==> config.mk <==
export PLATFORM = sky130hd
export DESIGN_NAME = hps_device_flat
export DESIGN_NICKNAME = d
export VERILOG_FILES = /design/src/hw/hps_pkg.sv /design/src/hw/hps_link_if.sv /design/src/hw/hps_device.sv /design/src/hw/hps_fall_det.sv /design/src/flat_wrapper.sv
export SDC_FILE = /design/constraint.sdc
export NUM_CORES = 1
export LEC_CHECK = 0
export BUFFER_PORTS_ARGS = -buffer_cell sky130_fd_sc_hd__buf_4
export CELL_PAD_IN_SITES_DETAIL_PLACEMENT = 1
export CELL_PAD_IN_SITES_GLOBAL_PLACEMENT = 2
export CORE_MARGIN = 2
export CORE_UTILIZATION = 38
export CTS_CLUSTER_SIZE = 10
export DETAILED_ROUTE_END_ITERATION = 12
export HOLD_SLACK_MARGIN = 0.08
export PLACE_DENSITY = 0.93
export SKIP_CTS_REPAIR_TIMING = 1
export SLEW_MARGIN = 5
export SYNTH_ARGS = -nofsm -noshare
export SYNTH_HDL_FRONTEND = slang
export SYNTH_HIERARCHICAL = 1
export SYNTH_SLANG_ARGS = --single-unit
==> constraint.sdc <==
create_clock -name ref_clk -period 7.4 [get_ports ref_clk]
set_input_delay 0.37 -clock ref_clk [delete_from_list [all_inputs] [get_ports ref_clk]]
set_output_delay 0.37 -clock ref_clk [all_outputs]
set_load 0.02 [all_outputs]
==> src/hw/hps_pkg.sv <==
// package for the haptic playback sequencer: states, drive levels, timing
// assumes one 125 MHz clock shared by both ends
package hps_pkg;

   localparam int unsigned CLK_HZ = 125_000_000;
   localparam int unsigned CLK_KHZ = CLK_HZ / 1000;

   // ------------------------------------------------------------
   // timing
   // ------------------------------------------------------------
   localparam int unsigned CLICK_DRIVE_MS = 25;
   localparam int unsigned CLICK_BRAKE_MS = 10;
   localparam int unsigned CLICK_SILENCE_MS = 20;
   localparam int unsigned BUZZ_MAX_S = 60;
   localparam int unsigned CAL_MS = 250;
   localparam int unsigned BUZZ_MIN_MS = 5;
   localparam int unsigned TRIG_LOW_US = 25;
   localparam int unsigned BOOT_CYC = 16;
   localparam int unsigned TICK_CYC = CLK_KHZ;

   localparam int unsigned CLICK_DRIVE_TICKS = CLICK_DRIVE_MS;
   localparam int unsigned CLICK_BRAKE_TICKS = CLICK_BRAKE_MS;
   localparam int unsigned CLICK_SILENCE_TICKS = CLICK_SILENCE_MS;
   localparam int unsigned BUZZ_MAX_TICKS = BUZZ_MAX_S * 1000;
   localparam int unsigned CAL_TICKS = CAL_MS;
   localparam int unsigned BUZZ_MIN_TICKS = BUZZ_MIN_MS;
   localparam int unsigned TRIG_LOW_CYC =
      (TRIG_LOW_US * (CLK_HZ / 1_000_000)) + 1;

   localparam int TICK_W = 17;
   localparam int DIV_W = 17;
   localparam int AMP_W = 8;

   // ------------------------------------------------------------
   // drive levels in 10 mV units; headroom below supply
   // ------------------------------------------------------------
   localparam logic [AMP_W-1:0] AMP_HIGH = 8'hb4;
   localparam logic [AMP_W-1:0] AMP_MEDIUM = 8'h64;
   localparam logic [AMP_W-1:0] SUPPLY_HEADROOM = 8'h70;
   localparam logic [AMP_W-1:0] AMP_ZERO = 8'h00;

   typedef enum logic [3:0] {
      ST_OFF   = 4'b0001,
      ST_BOOT  = 4'b0010,
      ST_IDLE  = 4'b0100,
      ST_DRIVE = 4'b1000
   } hps_state_t;

   typedef enum logic [2:0] {
      PH_DRIVE   = 3'b001,
      PH_BRAKE   = 3'b010,
      PH_SILENCE = 3'b100
   } hps_phase_t;

   typedef enum logic [2:0] {
      FX_CLICK  = 3'b001,
      FX_STRONG = 3'b010,
      FX_MEDIUM = 3'b100
   } hps_effect_t;

endpackage : hps_pkg
==> src/hw/hps_link_if.sv <==
// link between host and haptic sequencer: trigger pins and enable
// assumes both ends run on the same ref_clk
`timescale 1ns/1ps
`default_nettype none
interface hps_link_if;
   logic click_trigger_in;
   logic strong_buzz_trigger_in;
   logic medium_buzz_trigger_in;
   logic io_supply_enable;

   modport device (
      input click_trigger_in,
      input strong_buzz_trigger_in,
      input medium_buzz_trigger_in,
      input io_supply_enable
   );

   modport host (
      output click_trigger_in,
      output strong_buzz_trigger_in,
      output medium_buzz_trigger_in,
      output io_supply_enable
   );
endinterface : hps_link_if
`default_nettype wire

==> src/hw/hps_device.sv <==
// device end of the haptic playback sequencer
// assumes trigger pins come from the host over hps_link_if and analog
// fault and supply flags are synchronous to ref_clk
//
// Operation
// - enable high: load boot settings first
// - after boot wait in idle
// - falling trigger edge starts mapped effect
// - sequence end or edge returns to idle
// - any fault aborts playback to idle
// - click: 25 drive, 10 brake, 20 silence
// - strong buzz: high level, max 60 s
// - medium buzz: low level, max 60 s
// - after sequence, idle and accept triggers
// - stop edge never starts a new effect
// - host spaces start/stop edges for length
// - 250 ms calibration run is kept
// - enable low discards calibration
// - play effects even without calibration
// - cap amplitude 1.12 V below supply
// - enable low is off and resets all but div; seq_done/fault_abort can still pulse
// - low-rated actuators: host uses medium only
// - host may chain effects for patterns
// - buzz ends itself after 60 s
// - after fault, wait for next trigger
// - host holds trigger low over 25 us
`timescale 1ns/1ps
`default_nettype none
module hps_device
   import hps_pkg::*;
(
   input  wire logic             ref_clk,
   input  wire logic             reset_n,
   hps_link_if.device            link,
   input  wire logic             supply_undervoltage_lockout,
   input  wire logic             over_temp,
   input  wire logic             short_circuit,
   input  wire logic             impedance_fault,
   input  wire logic [AMP_W-1:0] supply_level,
   output logic      [3:0]       state_out,
   output logic      [2:0]       effect_out,
   output logic                  drive_on,
   output logic                  brake_on,
   output logic      [AMP_W-1:0] drive_amp,
   output logic                  cal_valid,
   output logic                  seq_done,
   output logic                  fault_abort
);
   typedef struct packed {
      hps_state_t       state;
      hps_phase_t       phase;
      hps_effect_t      effect;
      logic [4:0]       boot_cnt;
      logic [DIV_W-1:0] div;
      logic [TICK_W-1:0] ticks;
      logic             cal_run;
      logic             cal_valid;
      logic             drive_on;
      logic             brake_on;
      logic [AMP_W-1:0] amp;
      logic             seq_done;
      logic             fault_abort;
   } hps_dev_t;

   hps_dev_t st_r;
   hps_dev_t st_nxt;

   logic [2:0] fall;
   logic       any_fall;
   logic       fault;
   logic       tick;
   logic [AMP_W-1:0] amp_cap;

   hps_fall_det u_fall (
      .ref_clk (ref_clk),
      .reset_n (reset_n),
      .pin_in  ({link.medium_buzz_trigger_in,
                 link.strong_buzz_trigger_in,
                 link.click_trigger_in}),
      .fall    (fall)
   );

   assign any_fall = |fall;
   assign fault    = supply_undervoltage_lockout | over_temp |
                     short_circuit | impedance_fault;
   assign tick     = (st_r.div == DIV_W'(TICK_CYC - 1));
   // headroom cap; a supply below the headroom gives zero drive
   assign amp_cap  = (supply_level > SUPPLY_HEADROOM) ?
                     AMP_W'(supply_level - SUPPLY_HEADROOM) : AMP_ZERO;

   // ------------------------------------------------------------
   // state machine
   // ------------------------------------------------------------
   always_comb begin
      logic [AMP_W-1:0] lvl;
      lvl = AMP_ZERO;
      st_nxt = st_r;
      st_nxt.seq_done    = 1'b0;
      st_nxt.fault_abort = 1'b0;
      st_nxt.div = tick ? '0 : DIV_W'(st_r.div + 1'b1);
      case (st_r.state)
         ST_OFF: begin
            if (link.io_supply_enable) begin
               st_nxt.state    = ST_BOOT;
               st_nxt.boot_cnt = '0;
            end
         end
         ST_BOOT: begin
            st_nxt.boot_cnt = 5'(st_r.boot_cnt + 1'b1);
            if (st_r.boot_cnt == 5'(BOOT_CYC - 1)) begin
               st_nxt.state = ST_IDLE;
            end
         end
         ST_IDLE: begin
            // lowest index wins if edges coincide
            if (any_fall) begin
               st_nxt.state    = ST_DRIVE;
               st_nxt.phase    = PH_DRIVE;
               st_nxt.ticks    = '0;
               st_nxt.div      = '0;
               st_nxt.drive_on = 1'b1;
               st_nxt.brake_on = 1'b0;
               st_nxt.cal_run  = 1'b0;
               if (fall[0]) begin
                  st_nxt.effect = FX_CLICK;
               end else if (fall[1]) begin
                  st_nxt.effect = FX_STRONG;
               end else begin
                  st_nxt.effect = FX_MEDIUM;
                  // first medium run after enable calibrates
                  st_nxt.cal_run = ~st_r.cal_valid;
               end
            end
         end
         ST_DRIVE: begin
            if (tick) begin
               st_nxt.ticks = TICK_W'(st_r.ticks + 1'b1);
            end
            if (st_r.cal_run && tick &&
                st_r.ticks == TICK_W'(CAL_TICKS - 1)) begin
               st_nxt.cal_valid = 1'b1;
            end
            if (fault) begin
               st_nxt.state       = ST_IDLE;
               st_nxt.fault_abort = 1'b1;
            end else if (any_fall) begin
               st_nxt.state    = ST_IDLE;
               st_nxt.seq_done = 1'b1;
            end else if (st_r.effect == FX_CLICK) begin
               case (st_r.phase)
                  PH_DRIVE: begin
                     if (tick && st_r.ticks ==
                         TICK_W'(CLICK_DRIVE_TICKS - 1)) begin
                        st_nxt.phase = PH_BRAKE;
                        st_nxt.ticks = '0;
                     end
                  end
                  PH_BRAKE: begin
                     if (tick && st_r.ticks ==
                         TICK_W'(CLICK_BRAKE_TICKS - 1)) begin
                        st_nxt.phase = PH_SILENCE;
                        st_nxt.ticks = '0;
                     end
                  end
                  default: begin
                     if (tick && st_r.ticks ==
                         TICK_W'(CLICK_SILENCE_TICKS - 1)) begin
                        st_nxt.state    = ST_IDLE;
                        st_nxt.seq_done = 1'b1;
                     end
                  end
               endcase
            end else if (tick && st_r.ticks ==
                         TICK_W'(BUZZ_MAX_TICKS - 1)) begin
               st_nxt.state    = ST_IDLE;
               st_nxt.seq_done = 1'b1;
            end
         end
         default: begin
            st_nxt.state = ST_OFF;
         end
      endcase

      // uncalibrated playback still drives at nominal level; the level
      // follows the effect being entered, so a start has no stale cycle
      if (st_nxt.effect == FX_MEDIUM) begin
         lvl = AMP_MEDIUM;
      end else begin
         lvl = AMP_HIGH;
      end
      st_nxt.drive_on = (st_nxt.state == ST_DRIVE) &&
                        (st_nxt.phase != PH_SILENCE);
      st_nxt.brake_on = (st_nxt.state == ST_DRIVE) &&
                        (st_nxt.phase == PH_BRAKE);
      if (st_nxt.drive_on && !st_nxt.brake_on) begin
         st_nxt.amp = (lvl > amp_cap) ? amp_cap : lvl;
      end else begin
         st_nxt.amp = AMP_ZERO;
      end

      // enable low overrides everything except div and the seq_done and fault_abort pulses
      if (!link.io_supply_enable) begin
         st_nxt.state     = ST_OFF;
         st_nxt.effect    = FX_CLICK;
         st_nxt.phase     = PH_DRIVE;
         st_nxt.ticks     = '0;
         st_nxt.boot_cnt  = '0;
         st_nxt.cal_valid = 1'b0;
         st_nxt.cal_run   = 1'b0;
         st_nxt.drive_on  = 1'b0;
         st_nxt.brake_on  = 1'b0;
         st_nxt.amp       = AMP_ZERO;
      end
   end

   always_ff @(posedge ref_clk) begin
      if (!reset_n) begin
         st_r <= '{state: ST_OFF, phase: PH_DRIVE, effect: FX_CLICK,
                   boot_cnt: '0, div: '0, ticks: '0, cal_run: 1'b0,
                   cal_valid: 1'b0, drive_on: 1'b0, brake_on: 1'b0,
                   amp: AMP_ZERO, seq_done: 1'b0, fault_abort: 1'b0};
      end else begin
         st_r <= st_nxt;
      end
   end

   assign state_out   = st_r.state;
   assign effect_out  = st_r.effect;
   assign drive_on    = st_r.drive_on;
   assign brake_on    = st_r.brake_on;
   assign drive_amp   = st_r.amp;
   assign cal_valid   = st_r.cal_valid;
   assign seq_done    = st_r.seq_done;
   assign fault_abort = st_r.fault_abort;
endmodule : hps_device
`default_nettype wire

==> src/hw/hps_fall_det.sv <==
// synchroniser and falling-edge detector for the three trigger pins
// assumes pins idle high and are held low > 25 us by the host
`timescale 1ns/1ps
`default_nettype none
module hps_fall_det
   import hps_pkg::*;
(
   input  wire logic       ref_clk,
   input  wire logic       reset_n,
   input  wire logic [2:0] pin_in,
   output logic      [2:0] fall
);
   typedef struct packed {
      logic [2:0] s1;
      logic [2:0] s2;
      logic [2:0] s3;
   } hps_sync_t;

   hps_sync_t st_r;
   hps_sync_t st_nxt;

   always_comb begin
      st_nxt    = st_r;
      st_nxt.s1 = pin_in;
      st_nxt.s2 = st_r.s1;
      st_nxt.s3 = st_r.s2;
   end

   // reset to high, so a pin held low at start gives one falling edge
   always_ff @(posedge ref_clk) begin
      if (!reset_n) begin
         st_r <= '{s1: 3'h7, s2: 3'h7, s3: 3'h7};
      end else begin
         st_r <= st_nxt;
      end
   end

   genvar g;
   generate
      for (g = 0; g < 3; g++) begin : g_fall
         assign fall[g] = st_r.s3[g] & ~st_r.s2[g];
      end
   endgenerate
endmodule : hps_fall_det
`default_nettype wire

==> src/flat_wrapper.sv <==
// flat-port wrapper written by rule: the top's interface ports become plain ports
module hps_device_flat import hps_pkg::*;
  (ref_clk, reset_n, supply_undervoltage_lockout, over_temp, short_circuit, impedance_fault, supply_level, state_out, effect_out, drive_on, brake_on, drive_amp, cal_valid, seq_done, fault_abort, link_click_trigger_in, link_strong_buzz_trigger_in, link_medium_buzz_trigger_in, link_io_supply_enable);
  hps_link_if link_i ();
  input  wire logic ref_clk;
  input  wire logic reset_n;
  input  wire logic supply_undervoltage_lockout;
  input  wire logic over_temp;
  input  wire logic short_circuit;
  input  wire logic impedance_fault;
  input  wire logic [AMP_W-1:0] supply_level;
  output logic      [3:0] state_out;
  output logic      [2:0] effect_out;
  output logic drive_on;
  output logic brake_on;
  output logic      [AMP_W-1:0] drive_amp;
  output logic cal_valid;
  output logic seq_done;
  output logic fault_abort;
  input wire logic [$bits(link_i.click_trigger_in)-1:0] link_click_trigger_in;
  input wire logic [$bits(link_i.strong_buzz_trigger_in)-1:0] link_strong_buzz_trigger_in;
  input wire logic [$bits(link_i.medium_buzz_trigger_in)-1:0] link_medium_buzz_trigger_in;
  input wire logic [$bits(link_i.io_supply_enable)-1:0] link_io_supply_enable;
  assign link_i.click_trigger_in = link_click_trigger_in;
  assign link_i.strong_buzz_trigger_in = link_strong_buzz_trigger_in;
  assign link_i.medium_buzz_trigger_in = link_medium_buzz_trigger_in;
  assign link_i.io_supply_enable = link_io_supply_enable;
  hps_device u_core (.ref_clk(ref_clk), .reset_n(reset_n), .link(link_i), .supply_undervoltage_lockout(supply_undervoltage_lockout), .over_temp(over_temp), .short_circuit(short_circuit), .impedance_fault(impedance_fault), .supply_level(supply_level), .state_out(state_out), .effect_out(effect_out), .drive_on(drive_on), .brake_on(brake_on), .drive_amp(drive_amp), .cal_valid(cal_valid), .seq_done(seq_done), .fault_abort(fault_abort));
endmodule
# Yosys cells after proc, flatten, opt, wreduce, memory -nomap -nowiden
# Index checks and enable logic that the tools add are counted.
# totals
inputBits	18
elab_cells	117
register_bits	72
output_inout_bits	20
# classes
n_reduce_logical	21
bitwise_logic	12
eq_ne	19
addsub	4
order_cmp	2
muxes	43
# op_table
cell	n
17-bit 2-to-1 mux	8
17-bit case mux with 2 select lines	2
35-bit 2-to-1 mux	1
17-bit by 1-bit adder with 17-bit output, second input constant	2
17-bit by 5-bit == test with 1-bit output, second input constant	2
4-bit 2-to-1 mux	8
3-bit 2-to-1 mux	8
8-bit 2-to-1 mux	3
17-bit by 16-bit == test with 1-bit output, second input constant	1
17-bit == test, second input constant	1
17-bit by 4-bit == test with 1-bit output, second input constant	1
17-bit by 8-bit == test with 1-bit output, second input constant	1
4-bit case mux with 4 select lines	1
3-bit case mux with 2 select lines	2
10-bit 2-to-1 mux	1
5-bit case mux with 2 select lines	1
2-bit AND reduction	5
1-bit logical AND	9
4-bit == test, second input constant	2
8-bit by 7-bit greater-than comparator with 1-bit output, second input constant	1
8-bit greater-than comparator	1
1-bit 2-to-1 mux	8
8-bit by 7-bit subtractor with 8-bit output, second input constant	1
3-bit by 1-bit == test with 1-bit output, second input constant	2
17 further kinds	29

# Longest topological paths before layout
# depth
word_depth	13
ltp_mapped	12
mapped_depth_nobuf	12

# Hierarchy
# The synthesis kept the hierarchy.
# modules_own_cells
module	area_per_inst_um2	seq_area_each_um2	cells_each	n_inst
hps_device	3342.0	1261.2	404	1
hps_fall_det	255.2	180.2	21	1

# Least setup slack after synthesis
# No wires, ideal clock.
# synth_timing
kind	register -> register
startpoint	register u_core/st_r[31] in the netlist's numbering
endpoint	register u_core/st_r[17] in the netlist's numbering
required_ps	7280
slack_ps	4914
arrival_ps	2366
stages_incl_launch_ff	10
synth_period_minus_slack_ps	2486
path_buffers	1
cell_sequence	dfxtp_1 > ha_1 > nor4bb_1 > nand4b_1 > nor4_1 > o21ai_1 > and2_1 > buf_6 > and3_1 > a211o_1
# synth_via
elab_chain_cells	8
elab_cells_between_ends	11
cone_classes	eq/ne: 1; mux: 8; reduce/logical: 2
# synth_lines
item	line	rtl
start, declared	hps_device.sv:65	hps_dev_t st_r;
start signal, assigned	hps_device.sv:218	st_r <= '{state: ST_OFF, phase: PH_DRIVE, effect: FX_CLICK,
start signal, assigned	hps_device.sv:223	st_r <= st_nxt;
17-bit == test (*)	hps_device.sv:86	assign tick = (st_r.div == DIV_W'(TICK_CYC - 1));
17-bit 2-to-1 mux, or another cell as far along	hps_device.sv:136	if (tick) begin
17-bit 2-to-1 mux, on equally long branches	hps_device.sv:159, hps_device.sv:152	
17-bit case mux with 2 select lines	hps_device.sv:150	case (st_r.phase)
17-bit 2-to-1 mux	hps_device.sv:149	end else if (st_r.effect == FX_CLICK) begin
17-bit 2-to-1 mux	hps_device.sv:146	end else if (any_fall) begin
17-bit 2-to-1 mux (*)	hps_device.sv:143	if (fault) begin
17-bit case mux with 2 select lines (*)	hps_device.sv:101	case (st_r.state)
# Every way passes the cells marked *; elsewhere a longest branch is shown, timed or not.
# A chain may end at the register's enable or synchronous reset.

# Worst setup path after layout
# Same ends and word-level chain as after synthesis.

==> flow_summary.json <==
{
  "cts_made_buffers": 9,
  "p_per_area_mw_per_mm2": 192,
  "period_needed_ns": 2.96,
  "stdcell_area_sq_mm": 0.00408,
  "cp_max_fo": 16,
  "synth_fp_nets": 453,
  "cp-end-kind": "register",
  "port_buffers": 37,
  "rows": 35,
  "antenna_found_initial": 0,
  "drt_iter0_markers": 75,
  "synth_edf_count": 0,
  "drcViolationCount": 0,
  "cts-root-buf": "clkbuf_8",
  "yosys.area.top_type": "dfxtp_1",
  "worst_slew_pin_slew_ns": 0.769,
  "synthCells": 425,
  "fmax_ghz": 0.338,
  "syn_area_per_cell_sq_um": 8.46,
  "finalHoldViolCount": 0,
  "globalplace.congestion": 0.816,
  "rsz0062_at_grt": "false",
  "fin_crit_sh_pct": 40.0,
  "cts_tree": "built",
  "hpwlAfterDp_um": 6550,
  "fin_skew_ns": 0.00996,
  "synth_cell_types": 64,
  "grt_max_degree": 18,
  "ios": 38,
  "h-tree-depth": 3,
  "synth_area_leaders": "dfxtp_1, nor2_1, nand2_1, ha_1, buf_4",
  "maxCapViolCount": 0,
  "ys_ff_latch": 72,
  "fp.dieW_um": 101,
  "antenna_left": 0,
  "ys.warnings.count": 6,
  "synth.yosys.seq_area_share_pct": 40.1,
  "syn_to_final_growth_pct": 13.4,
  "drive_above_1_share_pct": 14.2,
  "worstHoldPathType": "in -> reg",
  "firstDrtPassIters": 4,
  "overflow": 0,
  "track_usage_pct": 18.3,
  "synth_top_area_share_pct": 40.1,
  "die_area_sq_mm": 0.0103,
  "grt_pass1_vias": 3134,
  "fin_ws_ns": 4.44,
  "slew_headroom_pct": 48.5,
  "cts_sinks": 72,
  "p_leak_nw": 1.54,
  "final-setup-viol-count": 0,
  "wl_um": 8700,
  "finalSetupTns_ns": 0,
  "peakVddDrop_uv": 78.8,
  "cts_buffer_depth": 2,
  "pre_cts_ws_ns": 4.40,
  "cp.required_ns": 7.64,
  "grt_pass1_wl_um": 15100,
  "arrival_ns": 3.20,
  "routedWlPerCell_um": 15.4,
  "dr_total_vias": 3103,
  "clk_latency_ns": 0.35,
  "start_util_pct": 39.1,
  "placed_area_sq_mm": 0.00385,
  "nets": 475,
  "critPathLaunchType": "register",
  "timing.final.max_slew_violations": 0,
  "ff2ff_setup_slack_ns": 4.44,
  "dieHeight_um": 101,
  "synth_top_flop_cell": "dfxtp_1",
  "critical_path_class": "reg -> reg",
  "status": "complete, no violations",
  "clk_pin_slew_worst_paths_ns": 0.08,
  "synthArstFlopShare_pct": 0,
  "diodes": 0,
  "viasPerCell": 5.51,
  "core_sq_mm": 0.00920,
  "syn_area_sq_mm": 0.00360
}
[final cells by class]
cell class | instances | area, sq um
Fill cell | 1086 | 5120
Multi-Input combinational cell | 314 | 1950
Sequential cell | 72 | 1440
Timing Repair Buffer | 37 | 278
Tap cell | 111 | 139
Clock buffer | 9 | 124
Clock inverter | 7 | 103
Inverter | 13 | 48.8
[flip-flops by register name, summed over array words and instances, names as in the netlist]
register,flops
u_core/drive_amp,8
u_core/state_out,4
u_core/drive_on,1
u_core/fault_abort,1
u_core/brake_on,1
u_core/u_fall/st_r,3
u_core/st_r,43
u_core/effect_out,3
u_core/cal_valid,1
u_core/u_fall/st_nxt,6
u_core/seq_done,1
[cells in the final DEF, fill, tap and decap left out, types with 4 or more instances in the layout]
| cell | count |
|---|---|
| nand2_1 | 35 |
| ha_1 | 10 |
| o21ai_0 | 12 |
| dfxtp_1 | 72 |
| nor4_1 | 10 |
| clkbuf_8 | 9 |
| inv_1 | 12 |
| and2_1 | 6 |
| nor2b_1 | 7 |
| xnor2_1 | 7 |
| a31oi_1 | 9 |
| and4_1 | 4 |
| nor3_1 | 10 |
| nand4_1 | 9 |
| buf_4 | 37 |
| and3_1 | 12 |
| a21oi_1 | 21 |
| xor2_1 | 10 |
| nor2_1 | 55 |
| o31ai_1 | 4 |
| nand3_1 | 16 |
| nand2b_1 | 16 |
[metrics by stage]
stage	cells	util, %	total power [mW]	hold WS (ns)
5_1_grt	563	44.4	0.823	0.176
3_5_place_dp	547	41.8	0.443	0.402
4_1_cts	563	44.3	0.797	0.176
3_3_place_gp	547	41.8	0.441	0.393
6_report	563	44.4	0.785	0.196
2_1_floorplan	425	-	0.427	0.386
[power by group]
part | leakage, nW | total [mW] | internal [mW] | switching [mW]
Combinational | 0.848 | 0.0386 | 0.0164 | 0.0222
Clock | 0.110 | 0.352 | 0.193 | 0.159
Sequential | 0.583 | 0.395 | 0.391 | 0.00375
[final timing paths]
path,start,end,cells past startpoint
worst max register to register,u_core/st_r[31],u_core/st_r[17],8
worst max-delay path,u_core/st_r[31],u_core/st_r[17],8
worst min register to register,u_core/u_fall/st_nxt[3],u_core/u_fall/st_nxt[0],1
worst min-delay path,link_medium_buzz_trigger_in,u_core/u_fall/st_nxt[5],2
[cells in the mapped netlist (6+ instances only)]
cell type	n
a21oi_1	21
a31oi_1	9
xnor2_1	7
inv_1	12
and2_1	6
xor2_1	10
nor3_1	10
buf_4	15
nand2_1	35
dfxtp_1	72
o21ai_0	12
ha_1	10
and3_1	12
nor2b_1	7
nand2b_1	16
nor4_1	10
nor2_1	55
nand3_1	16
nand4_1	9
clkbuf_1	6
[logic make-up (layout without fill, tap and decap cells)]
family / count (synthesis) / count (layout) / share of synthesized area (%)
AND/OR/NAND/NOR: 203 / 203 / 30.1
AO/OA/AOI/OAI: 81 / 81 / 15.4
flip-flops: 72 / 72 / 40.1
buffers and inverters: 39 / 66 / 5.98
XOR/XNOR: 17 / 17 / 4.14
adder cells (fa/ha/maj): 10 / 10 / 3.48
multiplexers: 3 / 3 / 0.870
[layer usage]
metal | track usage [%] | wire length [um]
met5 | 0 | 0
met4 | 7.59 | 128
met3 | 2.69 | 223
met2 | 31.2 | 4290
met1 | 23.1 | 4060
[critical path, cell delays in order (launching register included)]
cell,delay [ns]
dfxtp_1,0.37
ha_1,0.21
nor4bb_1,0.28
nand4b_1,0.39
nor4_1,0.48
o21ai_1,0.22
and2_1,0.40
and3_1,0.26
a211o_1,0.25
No activity file was read; power rests on OpenSTA's default activity.
